**src/pkg/sfcalu_pkg.sv**
```systemverilog
package sfcalu_pkg;

  // ---------------------------------------------------------------
  // Register map (byte addresses, one 32-bit word each)
  // ---------------------------------------------------------------
  localparam int unsigned ADDR_W      = 6;
  localparam logic [5:0]  OFS_SRC     = 6'h00;
  localparam logic [5:0]  OFS_INSTR   = 6'h04;
  localparam logic [5:0]  OFS_RESULT  = 6'h08;
  localparam logic [5:0]  OFS_INDEX   = 6'h0c;
  localparam logic [5:0]  OFS_XER     = 6'h10;
  localparam logic [5:0]  OFS_CR0     = 6'h14;
  localparam logic [5:0]  OFS_IRQ_ST  = 6'h18;
  localparam logic [5:0]  OFS_IRQ_CLR = 6'h1c;
  localparam logic [5:0]  OFS_IRQ_EN  = 6'h20;

  // ---------------------------------------------------------------
  // Instruction fields (bit 0 of the word is the least significant)
  // ---------------------------------------------------------------
  localparam int unsigned OPC_LO  = 26;
  localparam int unsigned TGT_LO  = 21;
  localparam int unsigned SRC_LO  = 16;
  localparam int unsigned OE_BIT  = 10;
  localparam int unsigned XO_LO   = 1;
  localparam int unsigned RECORD_BIT = 0;
  localparam logic [5:0]  OP_IMM  = 6'h08;
  localparam logic [5:0]  OP_EXT  = 6'h1f;
  localparam logic [8:0]  XO_ME   = 9'he8;
  localparam logic [8:0]  XO_ZE   = 9'hc8;
  localparam logic [31:0] K_ONES  = 32'hffffffff;
  localparam logic [31:0] K_ZERO  = 32'h00000000;

  // ---------------------------------------------------------------
  // Index register and interrupt bit positions
  // ---------------------------------------------------------------
  localparam int unsigned IDX_SRC_LO = 8;
  localparam int unsigned IRQ_DONE   = 0;
  localparam int unsigned IRQ_OVF    = 1;
  localparam int unsigned IRQ_ILL    = 2;
  localparam logic [1:0]  RESP_OKAY  = 2'h0;
  localparam logic [1:0]  RESP_SLVERR = 2'h2;

  typedef enum logic [1:0] {
    KIND_IMM = 2'b00,
    KIND_ME  = 2'b01,
    KIND_ZE  = 2'b10,
    KIND_BAD = 2'b11
  } sfcalu_kind_e;

  typedef struct packed {
    logic so;
    logic overflow_flag;
    logic carry_flag;
  } sfcalu_xer_s;

  typedef struct packed {
    logic negative_result_bit;
    logic positive_result_bit;
    logic zero_result_bit;
    logic so;
  } sfcalu_cr0_s;

  typedef struct packed {
    logic        aw_hold;
    logic [5:0]  aw_addr;
    logic        w_hold;
    logic [31:0] w_data;
    logic [3:0]  w_strb;
    logic        bvalid;
    logic [1:0]  bresp;
    logic        rvalid;
    logic [31:0] rdata;
    logic [1:0]  rresp;
    logic [31:0] src;
    logic [31:0] instr;
    logic [31:0] result;
    logic [4:0]  tgt;
    logic [4:0]  srci;
    sfcalu_xer_s xer;
    sfcalu_cr0_s cr0;
    logic [2:0]  irq_stat;
    logic [2:0]  irq_en;
    logic        done;
  } sfcalu_state_s;

  localparam sfcalu_state_s STATE_RST = '0;

endpackage

```
**src/verilog/sfcalu_top.sv**
```systemverilog
`timescale 1ns/100ps
// Overview of operation
// - Immediate form writes inverted source plus one plus sign-extended 16-bit immediate.
// - Immediate form has opcode 08 in top six bits, immediate in bits 16-31.
// - Immediate of minus one yields the plain inverse of the source.
// - Immediate form never touches condition field 0, always updates carry.
// - Minus-one form writes inverted source plus carry plus all-ones.
// - Minus-one form is opcode 31, extended 232; bit 21 overflow enable, 31 record.
// - Zero form writes inverted source plus carry plus zero.
// - Zero form is opcode 31, extended 200, same enable and record bits.
// - Both extended forms always update the carry flag.
// - Overflow enable set updates overflow and summary overflow, else only carry.
// - Record bit set updates sign bits and summary copy in condition field 0.
// - Target index from bits 6-10, source index from bits 11-15.
// - Old and new names of each form share encoding and behaviour.

module sfcalu_top
(
  input  wire logic                            ref_clk_in,
  input  wire logic                            nrst_in,
  input  wire logic [sfcalu_pkg::ADDR_W-1:0]   s_axi_awaddr_in,
  input  wire logic                            s_axi_awvalid_in,
  output logic                                 s_axi_awready_out,
  input  wire logic [31:0]                     s_axi_wdata_in,
  input  wire logic [3:0]                      s_axi_wstrb_in,
  input  wire logic                            s_axi_wvalid_in,
  output logic                                 s_axi_wready_out,
  output logic [1:0]                           s_axi_bresp_out,
  output logic                                 s_axi_bvalid_out,
  input  wire logic                            s_axi_bready_in,
  input  wire logic [sfcalu_pkg::ADDR_W-1:0]   s_axi_araddr_in,
  input  wire logic                            s_axi_arvalid_in,
  output logic                                 s_axi_arready_out,
  output logic [31:0]                          s_axi_rdata_out,
  output logic [1:0]                           s_axi_rresp_out,
  output logic                                 s_axi_rvalid_out,
  input  wire logic                            s_axi_rready_in,
  output logic [31:0]                          result_out,
  output logic [4:0]                           target_reg_index_out,
  output sfcalu_pkg::sfcalu_xer_s              xer_out,
  output sfcalu_pkg::sfcalu_cr0_s              cr0_out,
  output logic                                 done_out,
  output logic                                 irq_out
);

  // ---------------------------------------------------------------
  // Helper functions
  // ---------------------------------------------------------------
  function automatic logic [31:0] merge(input logic [31:0] old_v,
                                        input logic [31:0] new_v,
                                        input logic [3:0]  strb);
    logic [31:0] r;
    r = old_v;
    for (int b = 0; b < 4; b++)
      if (strb[b])
        r[8*b +: 8] = new_v[8*b +: 8];
    return r;
  endfunction

  function automatic logic [5:0] word_of(input logic [5:0] a);
    return {a[5:2], 2'b00};
  endfunction

  // Alias mnemonics need no special case: only the encoding is seen here.
  function automatic sfcalu_pkg::sfcalu_kind_e kind_of(input logic [31:0] i);
    sfcalu_pkg::sfcalu_kind_e k;
    k = sfcalu_pkg::KIND_BAD;
    if (i[sfcalu_pkg::OPC_LO +: 6] == sfcalu_pkg::OP_IMM)
      k = sfcalu_pkg::KIND_IMM;
    else if (i[sfcalu_pkg::OPC_LO +: 6] == sfcalu_pkg::OP_EXT)
    begin
      if (i[sfcalu_pkg::XO_LO +: 9] == sfcalu_pkg::XO_ME)
        k = sfcalu_pkg::KIND_ME;
      else if (i[sfcalu_pkg::XO_LO +: 9] == sfcalu_pkg::XO_ZE)
        k = sfcalu_pkg::KIND_ZE;
    end
    return k;
  endfunction

  // ---------------------------------------------------------------
  // State and bus decode
  // ---------------------------------------------------------------
  sfcalu_pkg::sfcalu_state_s s_q;
  sfcalu_pkg::sfcalu_state_s s_d;

  logic                     wr_fire;
  logic [5:0]               wr_addr;
  logic                     ex_fire;
  logic [31:0]              ins;
  sfcalu_pkg::sfcalu_kind_e kind;
  logic                     is_ext;
  logic                     oe;
  logic                     record_bit;
  logic [4:0]               d_tgt;
  logic [4:0]               d_src;
  logic [31:0]              k_add;
  logic                     cin;
  logic [32:0]              sum;
  logic                     ovf;
  logic                     rd_fire;
  logic [5:0]               rd_addr;

  // A write is carried out only once both halves are held and the
  // previous response has gone, so aw and w may come in either order.
  assign wr_fire = s_q.aw_hold && s_q.w_hold && !s_q.bvalid;
  assign wr_addr = word_of(s_q.aw_addr);
  assign ex_fire = wr_fire && (wr_addr == sfcalu_pkg::OFS_INSTR);
  assign ins     = merge(s_q.instr, s_q.w_data, s_q.w_strb);
  assign kind    = kind_of(ins);
  assign is_ext  = (kind == sfcalu_pkg::KIND_ME) || (kind == sfcalu_pkg::KIND_ZE);
  assign oe      = ins[sfcalu_pkg::OE_BIT];
  assign record_bit = ins[sfcalu_pkg::RECORD_BIT];
  assign d_tgt   = ins[sfcalu_pkg::TGT_LO +: 5];
  assign d_src   = ins[sfcalu_pkg::SRC_LO +: 5];
  assign rd_fire = s_axi_arvalid_in && !s_q.rvalid;
  assign rd_addr = word_of(s_axi_araddr_in);

  // ---------------------------------------------------------------
  // Adder: inverted source plus a per-form constant plus carry in
  // ---------------------------------------------------------------
  always_comb
  begin
    case (kind)
      sfcalu_pkg::KIND_IMM:
      begin
        k_add = {{16{ins[15]}}, ins[15:0]};
        cin   = 1'b1;
      end
      sfcalu_pkg::KIND_ME:
      begin
        k_add = sfcalu_pkg::K_ONES;
        cin   = s_q.xer.carry_flag;
      end
      sfcalu_pkg::KIND_ZE:
      begin
        k_add = sfcalu_pkg::K_ZERO;
        cin   = s_q.xer.carry_flag;
      end
      default:
      begin
        k_add = sfcalu_pkg::K_ZERO;
        cin   = 1'b0;
      end
    endcase
  end

  assign sum = {1'b0, ~s_q.src} + {1'b0, k_add} + {32'h0, cin};
  assign ovf = (~s_q.src[31] == k_add[31]) && (sum[31] != k_add[31]);

  // ---------------------------------------------------------------
  // Next state
  // ---------------------------------------------------------------
  always_comb
  begin
    s_d      = s_q;
    s_d.done = 1'b0;
    if (s_q.bvalid && s_axi_bready_in)
      s_d.bvalid = 1'b0;
    if (s_q.rvalid && s_axi_rready_in)
      s_d.rvalid = 1'b0;
    if (s_axi_awvalid_in && !s_q.aw_hold)
    begin
      s_d.aw_hold = 1'b1;
      s_d.aw_addr = s_axi_awaddr_in;
    end
    if (s_axi_wvalid_in && !s_q.w_hold)
    begin
      s_d.w_hold = 1'b1;
      s_d.w_data = s_axi_wdata_in;
      s_d.w_strb = s_axi_wstrb_in;
    end
    if (wr_fire)
    begin
      s_d.aw_hold = 1'b0;
      s_d.w_hold  = 1'b0;
      s_d.bvalid  = 1'b1;
      s_d.bresp   = sfcalu_pkg::RESP_OKAY;
      case (wr_addr)
        sfcalu_pkg::OFS_SRC:     s_d.src = merge(s_q.src, s_q.w_data, s_q.w_strb);
        sfcalu_pkg::OFS_INSTR:   s_d.instr = ins;
        sfcalu_pkg::OFS_XER:     s_d.xer = 3'(merge(32'(s_q.xer), s_q.w_data, s_q.w_strb));
        sfcalu_pkg::OFS_CR0:     s_d.cr0 = 4'(merge(32'(s_q.cr0), s_q.w_data, s_q.w_strb));
        sfcalu_pkg::OFS_IRQ_CLR: s_d.irq_stat = s_q.irq_stat & ~s_q.w_data[2:0];
        sfcalu_pkg::OFS_IRQ_EN:  s_d.irq_en = 3'(merge(32'(s_q.irq_en), s_q.w_data, s_q.w_strb));
        sfcalu_pkg::OFS_RESULT,
        sfcalu_pkg::OFS_INDEX,
        sfcalu_pkg::OFS_IRQ_ST:  s_d.bresp = sfcalu_pkg::RESP_OKAY;
        default:                 s_d.bresp = sfcalu_pkg::RESP_SLVERR;
      endcase
    end

    // Event bits are set after the clear so that a set always wins.
    if (ex_fire)
    begin
      if (kind == sfcalu_pkg::KIND_BAD)
        s_d.irq_stat[sfcalu_pkg::IRQ_ILL] = 1'b1;
      else
      begin
        s_d.done   = 1'b1;
        s_d.irq_stat[sfcalu_pkg::IRQ_DONE] = 1'b1;
        s_d.result = sum[31:0];
        s_d.tgt    = d_tgt;
        s_d.srci   = d_src;
        s_d.xer.carry_flag = sum[32];
        if (is_ext && oe)
        begin
          s_d.xer.overflow_flag = ovf;
          s_d.xer.so = s_q.xer.so | ovf;
          if (ovf)
            s_d.irq_stat[sfcalu_pkg::IRQ_OVF] = 1'b1;
        end
        // The immediate form has no record bit, so its low bit is data.
        if (is_ext && record_bit)
        begin
          s_d.cr0.negative_result_bit = sum[31];
          s_d.cr0.positive_result_bit = !sum[31] && (sum[31:0] != 32'h0);
          s_d.cr0.zero_result_bit = (sum[31:0] == 32'h0);
          s_d.cr0.so = s_d.xer.so;
        end
      end
    end

    if (rd_fire)
    begin
      s_d.rvalid = 1'b1;
      s_d.rresp  = sfcalu_pkg::RESP_OKAY;
      case (rd_addr)
        sfcalu_pkg::OFS_SRC:     s_d.rdata = s_q.src;
        sfcalu_pkg::OFS_INSTR:   s_d.rdata = s_q.instr;
        sfcalu_pkg::OFS_RESULT:  s_d.rdata = s_q.result;
        sfcalu_pkg::OFS_INDEX:   s_d.rdata = {19'h0, s_q.srci, 3'h0, s_q.tgt};
        sfcalu_pkg::OFS_XER:     s_d.rdata = {29'h0, s_q.xer};
        sfcalu_pkg::OFS_CR0:     s_d.rdata = {28'h0, s_q.cr0};
        sfcalu_pkg::OFS_IRQ_ST:  s_d.rdata = {29'h0, s_q.irq_stat};
        sfcalu_pkg::OFS_IRQ_CLR: s_d.rdata = 32'h0;
        sfcalu_pkg::OFS_IRQ_EN:  s_d.rdata = {29'h0, s_q.irq_en};
        default:
        begin
          s_d.rdata = 32'h0;
          s_d.rresp = sfcalu_pkg::RESP_SLVERR;
        end
      endcase
    end
  end

  always_ff @(posedge ref_clk_in or negedge nrst_in)
  begin
    if (!nrst_in)
      s_q <= sfcalu_pkg::STATE_RST;
    else
      s_q <= s_d;
  end

  // ---------------------------------------------------------------
  // Outputs
  // ---------------------------------------------------------------
  assign s_axi_awready_out    = !s_q.aw_hold;
  assign s_axi_wready_out     = !s_q.w_hold;
  assign s_axi_bvalid_out     = s_q.bvalid;
  assign s_axi_bresp_out      = s_q.bresp;
  assign s_axi_arready_out    = !s_q.rvalid;
  assign s_axi_rvalid_out     = s_q.rvalid;
  assign s_axi_rdata_out      = s_q.rdata;
  assign s_axi_rresp_out      = s_q.rresp;
  assign result_out           = s_q.result;
  assign target_reg_index_out = s_q.tgt;
  assign xer_out              = s_q.xer;
  assign cr0_out              = s_q.cr0;
  assign done_out             = s_q.done;
  assign irq_out              = |(s_q.irq_stat & s_q.irq_en);

  // ---------------------------------------------------------------
  // Checks
  // ---------------------------------------------------------------
  // Reference values are formed apart from the shared adder so that a
  // slip in the operand select or carry path shows up here.
  logic [31:0] h_imm_exp;
  logic [31:0] h_me_exp;
  logic [31:0] h_ze_exp;
  logic        h_ext_c;
  logic        h_imm_c;
  logic [32:0] h_imm_w;

  assign h_imm_exp = ~s_q.src + {{16{ins[15]}}, ins[15:0]} + 32'h1;
  assign h_me_exp  = ~s_q.src - 32'h1 + {31'h0, s_q.xer.carry_flag};
  assign h_ze_exp  = ~s_q.src + {31'h0, s_q.xer.carry_flag};
  assign h_imm_w   = {1'b0, {{16{ins[15]}}, ins[15:0]}} - {1'b0, s_q.src};
  assign h_imm_c   = !h_imm_w[32];
  assign h_ext_c   = (kind == sfcalu_pkg::KIND_ME)
                     ? !((s_q.src == 32'hffffffff) && !s_q.xer.carry_flag)
                     : ((s_q.src == 32'h0) && s_q.xer.carry_flag);
endmodule

```
**config.mk**
```make
export PLATFORM = sky130hd
export DESIGN_NAME = sfcalu_top
export DESIGN_NICKNAME = d
export VERILOG_FILES = /design/src/pkg/sfcalu_pkg.sv /design/src/verilog/sfcalu_top.sv
export SDC_FILE = /design/constraint.sdc
export NUM_CORES = 1
export LEC_CHECK = 0
export ABC_AREA = 1
export ABC_CLOCK_PERIOD_IN_PS = 4760
export BUFFER_PORTS_ARGS = -buffer_cell sky130_fd_sc_hd__buf_2
export CORE_ASPECT_RATIO = 1.25
export CORE_MARGIN = 8
export CORE_UTILIZATION = 59
export CTS_CLUSTER_SIZE = 12
export DETAILED_ROUTE_END_ITERATION = 8
export PLACE_DENSITY_LB_ADDON = 0.3
export SKIP_CTS_REPAIR_TIMING = 1
export SLEW_MARGIN = 20
export SYNTH_ARGS = -nofsm -noshare
export SYNTH_HDL_FRONTEND = slang
export SYNTH_SLANG_ARGS = --single-unit
```
**constraint.sdc**
```tcl
create_clock -name ref_clk_in -period 4.76 [get_ports ref_clk_in]
set_input_delay 0 -clock ref_clk_in [delete_from_list [all_inputs] [get_ports ref_clk_in]]
set_output_delay 0 -clock ref_clk_in [all_outputs]
set_load 0.01 [all_outputs]
```
==> run_results.csv, run 1 <==
group,metric,value,unit
clock_network,clock_latency,0.45,ns
critical_path,rr_startpoint,"s_q[158]",
place,gp_congestion,0.952,
timing,relSlewSlack,0.327,
clock_network,numCtsBuffers,17,
timing,period_share,0.934,
min_path,holdCritPathClass,"in -> reg",
yosys,ys_seq_area_frac,0.414,
finish,finish.utilization,0.689,
critical_path,path_max_fanout,19,
drt,wl_per_cell,17.3,µm
place,hpwlAfterDp,27500,µm
timing,finalCriticalPeriod,4.45,ns
global_routing,antenna_found_initial,2,
critical_path,setup.worst_path.end,"cr0_out[2]",
critical_path,crit_path_start_kind,"flop",
die,die_h,175,µm
global_routing,grt_usage,0.287,
power,power,9.04,mW
timing,hold_viol_final,1,
finish,final_common_cell,"nand2_1",
power,internal-power,4.80,mW
timing,finClkSkew,0.0148,ns
power,p_clk_frac,0.171,
power,leakagePower,7.55,nW
die,initial_utilization,0.598,
global_routing,grt_pass1_vias,10500,
critical_path,rrSetupSlack,0.31,ns
clock_network,clock_path_buffers,2,
critical_path,reg2reg_depth,27,
timing,setup-tns-final,0,ns
timing,setup_viol,0,
die,core_area,20000,µm²
global_routing,grt_overflow,0,
yosys,synthArstFlopShare,1.00,
drt,drtPass1Iterations,6,
die,die_w,143,µm
critical_path,critPathKind,"reg -> reg",
timing,max_freq,0.225,GHz
yosys,avgSynthCellArea,7.08,µm²
yosys,synth_top_area_share,0.414,
timing,drv_slew,0,
yosys,syn_inst,1691,
die,rows,58,
drt,drc,0,
drt,num_vias,11200,
drt,avgViaCountPerCell,5.31,
finish,syn2layout_area_growth,15.2,%
yosys,ys_seq_elements,198,
critical_path,critPathCaptureType,"flop",
critical_path,critPathLaunch,"s_q[158]",
place,port_buffers,135,
drt,antenna_left,0,
die,die_area,25100,µm²
timing,whs,-0.0148,ns
power,max-vdd-ir-drop,0.390,mV
yosys,netlist_top_cells_area,"dfrtp_1 (41%), nand2_1 (17%), inv_1 (7.7%)",
finish,final_cells,2109,
finish,drive_gt1_frac,0.144,
yosys,synth-main-ff-cell,"dfrtp_1",
clock_network,cts-root-buf,"clkbuf_16",
power,swShare,0.468,
power,netSwitchingPower,4.23,mW
global_routing,grt_pass1_wl,55700,µm
power,p_per_area,655,nW/µm²
global_routing,grt_max_degree,126,
critical_path,r2r_end,"cr0_out[2]",
yosys,ys_warn_count,0,
place,dp_cells,2031,
yosys,yosysTopAreaCell,"dfrtp_1",
drt,drt_iter0_markers,870,
yosys,synth_edf_count,0,
finish,layout_common_cells,"nand2_1 (549), inv_1 (245), dfrtp_1 (196), o21ai_0 (160), buf_2 (134)",
critical_path,cp.required,5.09,ns
critical_path,worstPathArrival,4.77,ns
outcome,status,"complete, but fails checks",
timing,max_slew.worst_pin.slew,1.01,ns
clock_network,htreeDepth,4,
finish,final_nets,1916,
power,sequentialPowerShare,0.269,
outcome,violations,"negative hold slack",
yosys,syn_area,12000,µm²
clock_network,cts.sink_count,198,
power,pwr-share-comb,0.560,
yosys,ys_types,42,
clock_network,clk_pin_slew,0.07,ns
clock_network,cts_tree,"done",
die,io_pins,142,
flow_run,drv_cap,0,
drt,drt-total-wl,36500,µm
[worst min-delay path by stage]
stage | from | end | slack (ns) | cells after the start
2_1_floorplan | nrst_in | cr0_out[0] | -0.30 | 0
3_3_place_gp | s_axi_bready_in | s_axi_bvalid_out | 0.18 | 2
3_5_place_dp | nrst_in | result_out[4] | 0.20 | 1
4_1_cts | s_axi_bready_in | s_axi_bvalid_out | -0.28 | 2
5_1_grt | s_axi_araddr_in[4] | s_axi_rresp_out[1] | 0.03 | 3
6_report | s_axi_araddr_in[4] | s_axi_rresp_out[1] | -0.01 | 3
[per-stage QoR]
step	cell area [µm²]	setup WS, ns
after detailed placement	12700	0.0176
final	13800	0.314
after floorplan	12000	0.617
after global placement	12700	0.155
after CTS	13300	-0.0394
after global routing	13800	-0.0112
[metal layers]
layer  part of all wire  GRT usage
met5            0.00074          0
met3              0.070     0.0543
met2               0.47      0.455
met1               0.43      0.382
met4              0.030      0.109
[power by group through the flow]
stage | sequential [mW] | combinational [mW] | clock [mW]
floorplan | 2.31 | 3.25 | 0
global placement | 2.43 | 4.88 | 0
detailed placement | 2.44 | 4.91 | 0
CTS | 2.42 | 4.95 | 1.55
global route | 2.48 | 5.67 | 1.62
finish | 2.43 | 5.06 | 1.54
[synth_stat cells (all sizes together), types with 5 or more instances]
master / count
nor2: 119
buf: 94
dfrtp: 198
xor2: 9
nor3: 11
nand3: 52
nand2: 553
o21ai: 176
mux2: 5
o22ai: 13
a221oi: 7
nand4: 11
inv: 253
a21oi: 85
ha: 34
o2111ai: 6
clkbuf: 35
[kinds of logic (layout without fill, tap and decap cells)]
group / count (synthesis) / after routing / synth area share
buf+inv: 383 / 529 / 0.147
mux: 5 / 5 / 0.00470
xor+xnor: 12 / 12 / 0.00878
flops: 198 / 198 / 0.414
fa+ha+maj: 36 / 36 / 0.0389
other cells: 1 / 3 / 0.000313
compound gates: 300 / 300 / 0.134
simple gates: 756 / 756 / 0.253
[critical path, cell delays in order, from the launching register on]
cell     delay (ns)
dfrtp_2        0.47
buf_4          0.17
o21ai_0        0.24
nor2_1         0.07
nand3_1        0.12
nor2_1         0.05
nand3_1        0.06
and2_1         0.15
buf_4          0.12
inv_1          0.04
ha_1           0.21
buf_4          0.16
a21oi_1        0.15
inv_1          0.09
buf_12         0.16
ha_1           0.41
nand2_1        0.14
nor3_1         0.40
and2_1         0.19
nand2_1        0.08
nand2_1        0.08
nand2_1        0.07
nand2_1        0.12
nand3_1        0.09
nor2_1         0.13
nand3_2        0.18
nand3_1        0.12
nand2_1        0.06
[state kept, by name (all words and copies together) (netlist names)]
name                  count
xer_out                   3
s_axi_rdata_out          32
result_out               32
s_axi_bresp_out           1
done_out                  1
cr0_out                   4
s_axi_rresp_out           1
s_q                     117
s_axi_bvalid_out          1
target_reg_index_out      5
s_axi_rvalid_out          1
[area by class of cell]
cell class              count  area [µm²]
clock buffers              19         443
clock inverters            13         181
inverters                 254         956
flip-flops and latches    198        4960
repair buffers            243        1620
diodes                      1        2.50
fillers                  1735        6230
well taps                 270         338
multi-input cells        1111        5300
No activity file was read; power rests on OpenSTA's default activity.
==> run 2, diff against run 1 <==
Settings changed: REMOVE_ABC_BUFFERS set to 1.
==> run_results.csv, run 2 (synthesized netlist as in run 1, its figures left out) <==
group,metric,value,unit
die,die_w,143,µm
die,die_area,25100,µm²
timing,max_slew.worst_pin.slew,1.12,ns
drt,num_vias,11200,
die,die_h,175,µm
power,max-vdd-ir-drop,0.469,mV
finish,layout_common_cells,"nand2_1 (549), inv_1 (245), dfrtp_1 (196), o21ai_0 (161), buf_2 (135)",
die,rows,58,
finish,final_cells,2078,
place,hpwlAfterDp,25800,µm
global_routing,grt_usage,0.279,
flow_run,drv_cap,0,
critical_path,critPathKind,"reg -> reg",
timing,finClkSkew,0.0165,ns
global_routing,grt_max_degree,104,
timing,hold_viol_final,0,
global_routing,grt_pass1_vias,10800,
finish,final-seq-area,4960,µm²
global_routing,antenna_found_initial,0,
timing,setup_viol,0,
drt,drc,0,
drt,antenna_left,0,
timing,period_share,0.945,
outcome,status,"completed",
place,port_buffers,135,
timing,drv_slew,0,
finish,multi_input_area,5330,µm²
power,leakagePower,7.41,nW
clock_network,cts.sink_count,198,
place,dp_cells,1991,
place,place_area,12400,µm²
timing,finalCriticalPeriod,4.50,ns
finish,final_common_cell,"nand2_1",
critical_path,slowest_delay,0.47,ns
die,io_pins,142,
min_path,holdCritPathClass,"in -> async",
critical_path,path_max_fanout,11,
timing,setup-tns-final,0,ns
clock_network,htreeDepth,4,
global_routing,grt_pass1_wl,55000,µm
critical_path,cp.required,5.10,ns
critical_path,crit_path_start_kind,"flop",
clock_network,clk_pin_slew,0.09,ns
place,gp_congestion,0.959,
clock_network,clock_latency,0.44,ns
timing,max_freq,0.222,GHz
drt,drtPass1Iterations,6,
finish,regMostFlops,"s_q",
clock_network,clock_path_buffers,2,
timing,relSlewSlack,0.246,
clock_network,numCtsBuffers,17,
die,initial_utilization,0.598,
global_routing,grt_overflow,0,
finish,fillers,1784,
finish,finish.utilization,0.680,
finish,final_nets,1886,
drt,drt_iter0_markers,780,
die,core_area,20000,µm²
clock_network,cts-root-buf,"clkbuf_16",
critical_path,worstPathArrival,4.83,ns
critical_path,critPathCaptureType,"flop",
drt,wl_per_cell,17.1,µm
critical_path,crit_top_cell,"nand2_1",
finish,syn2layout_area_growth,13.8,%
power,p_per_area,621,nW/µm²
clock_network,cts_tree,"done",
drt,drt-total-wl,35600,µm
finish,drive_gt1_frac,0.129,
critical_path,worst_path_max_delay_cell,"dfrtp_2",
finish,num_antenna_cells,0,
finish,largest_reg_flops,117,
drt,avgViaCountPerCell,5.38,
finish,fin_area,13600,µm²
## run 2: cell type report
type,count,area share
Clock buffer,18,0.0315
Clock inverter,14,0.0130
Inverter,254,0.0704
Multi-Input combinational cell,1111,0.391
Sequential cell,198,0.364
Tap cell,270,0.0248
Timing Repair Buffer,212,0.105
Timing Repair inverter,1,0.000551
## run 2: routing by layer
layer / track usage / share of wire / wire length (µm)
met3: 0.0562 / 0.067 / 2370
met4: 0.149 / 0.049 / 1760
met5: 0 / 0 / 0
met1: 0.341 / 0.40 / 14400
met2: 0.456 / 0.48 / 17100
## run 2: final timing paths
path,from,endpoint,slack (ns),depth (start not counted)
worst max-delay path,s_q[158],cr0_out[2],0.26,27
max in group asynchronous,nrst_in,s_q[161],3.52,3
worst min register to register,s_axi_rdata_out[7],s_axi_rdata_out[7],0.48,2
worst min-delay path,nrst_in,s_axi_rvalid_out,0.17,2
worst max register to register,s_q[158],cr0_out[2],0.26,27
min in group ref_clk_in,s_axi_araddr_in[3],s_axi_rdata_out[0],0.23,5
## run 2: report_power, final
| part | internal (mW) | total [mW] | switching, mW |
|---|---|---|---|
| sequential | 2.10 | 2.41 | 0.307 |
| clock | 0.761 | 1.50 | 0.742 |
| combinational | 1.52 | 4.55 | 3.03 |
## run 2: metrics by stage
step / power (mW) / hold slack (ns) / setup WS (ns)
after CTS: 8.33 / -0.346 / -0.157
after detailed placement: 6.81 / 0.117 / -0.0434
after global routing: 9.18 / 0.241 / -0.0773
final: 8.46 / 0.171 / 0.263
after floorplan: 5.35 / -0.296 / 0.753
after global placement: 6.74 / 0.114 / 0.184
## run 2: critical path, delay by kind of cell (launching register included)
family | cells | cell delay [ns]
buf+inv | 3 | 0.34
compound gates | 2 | 0.38
flops | 1 | 0.47
fa+ha+maj | 2 | 0.54
simple gates | 20 | 2.65
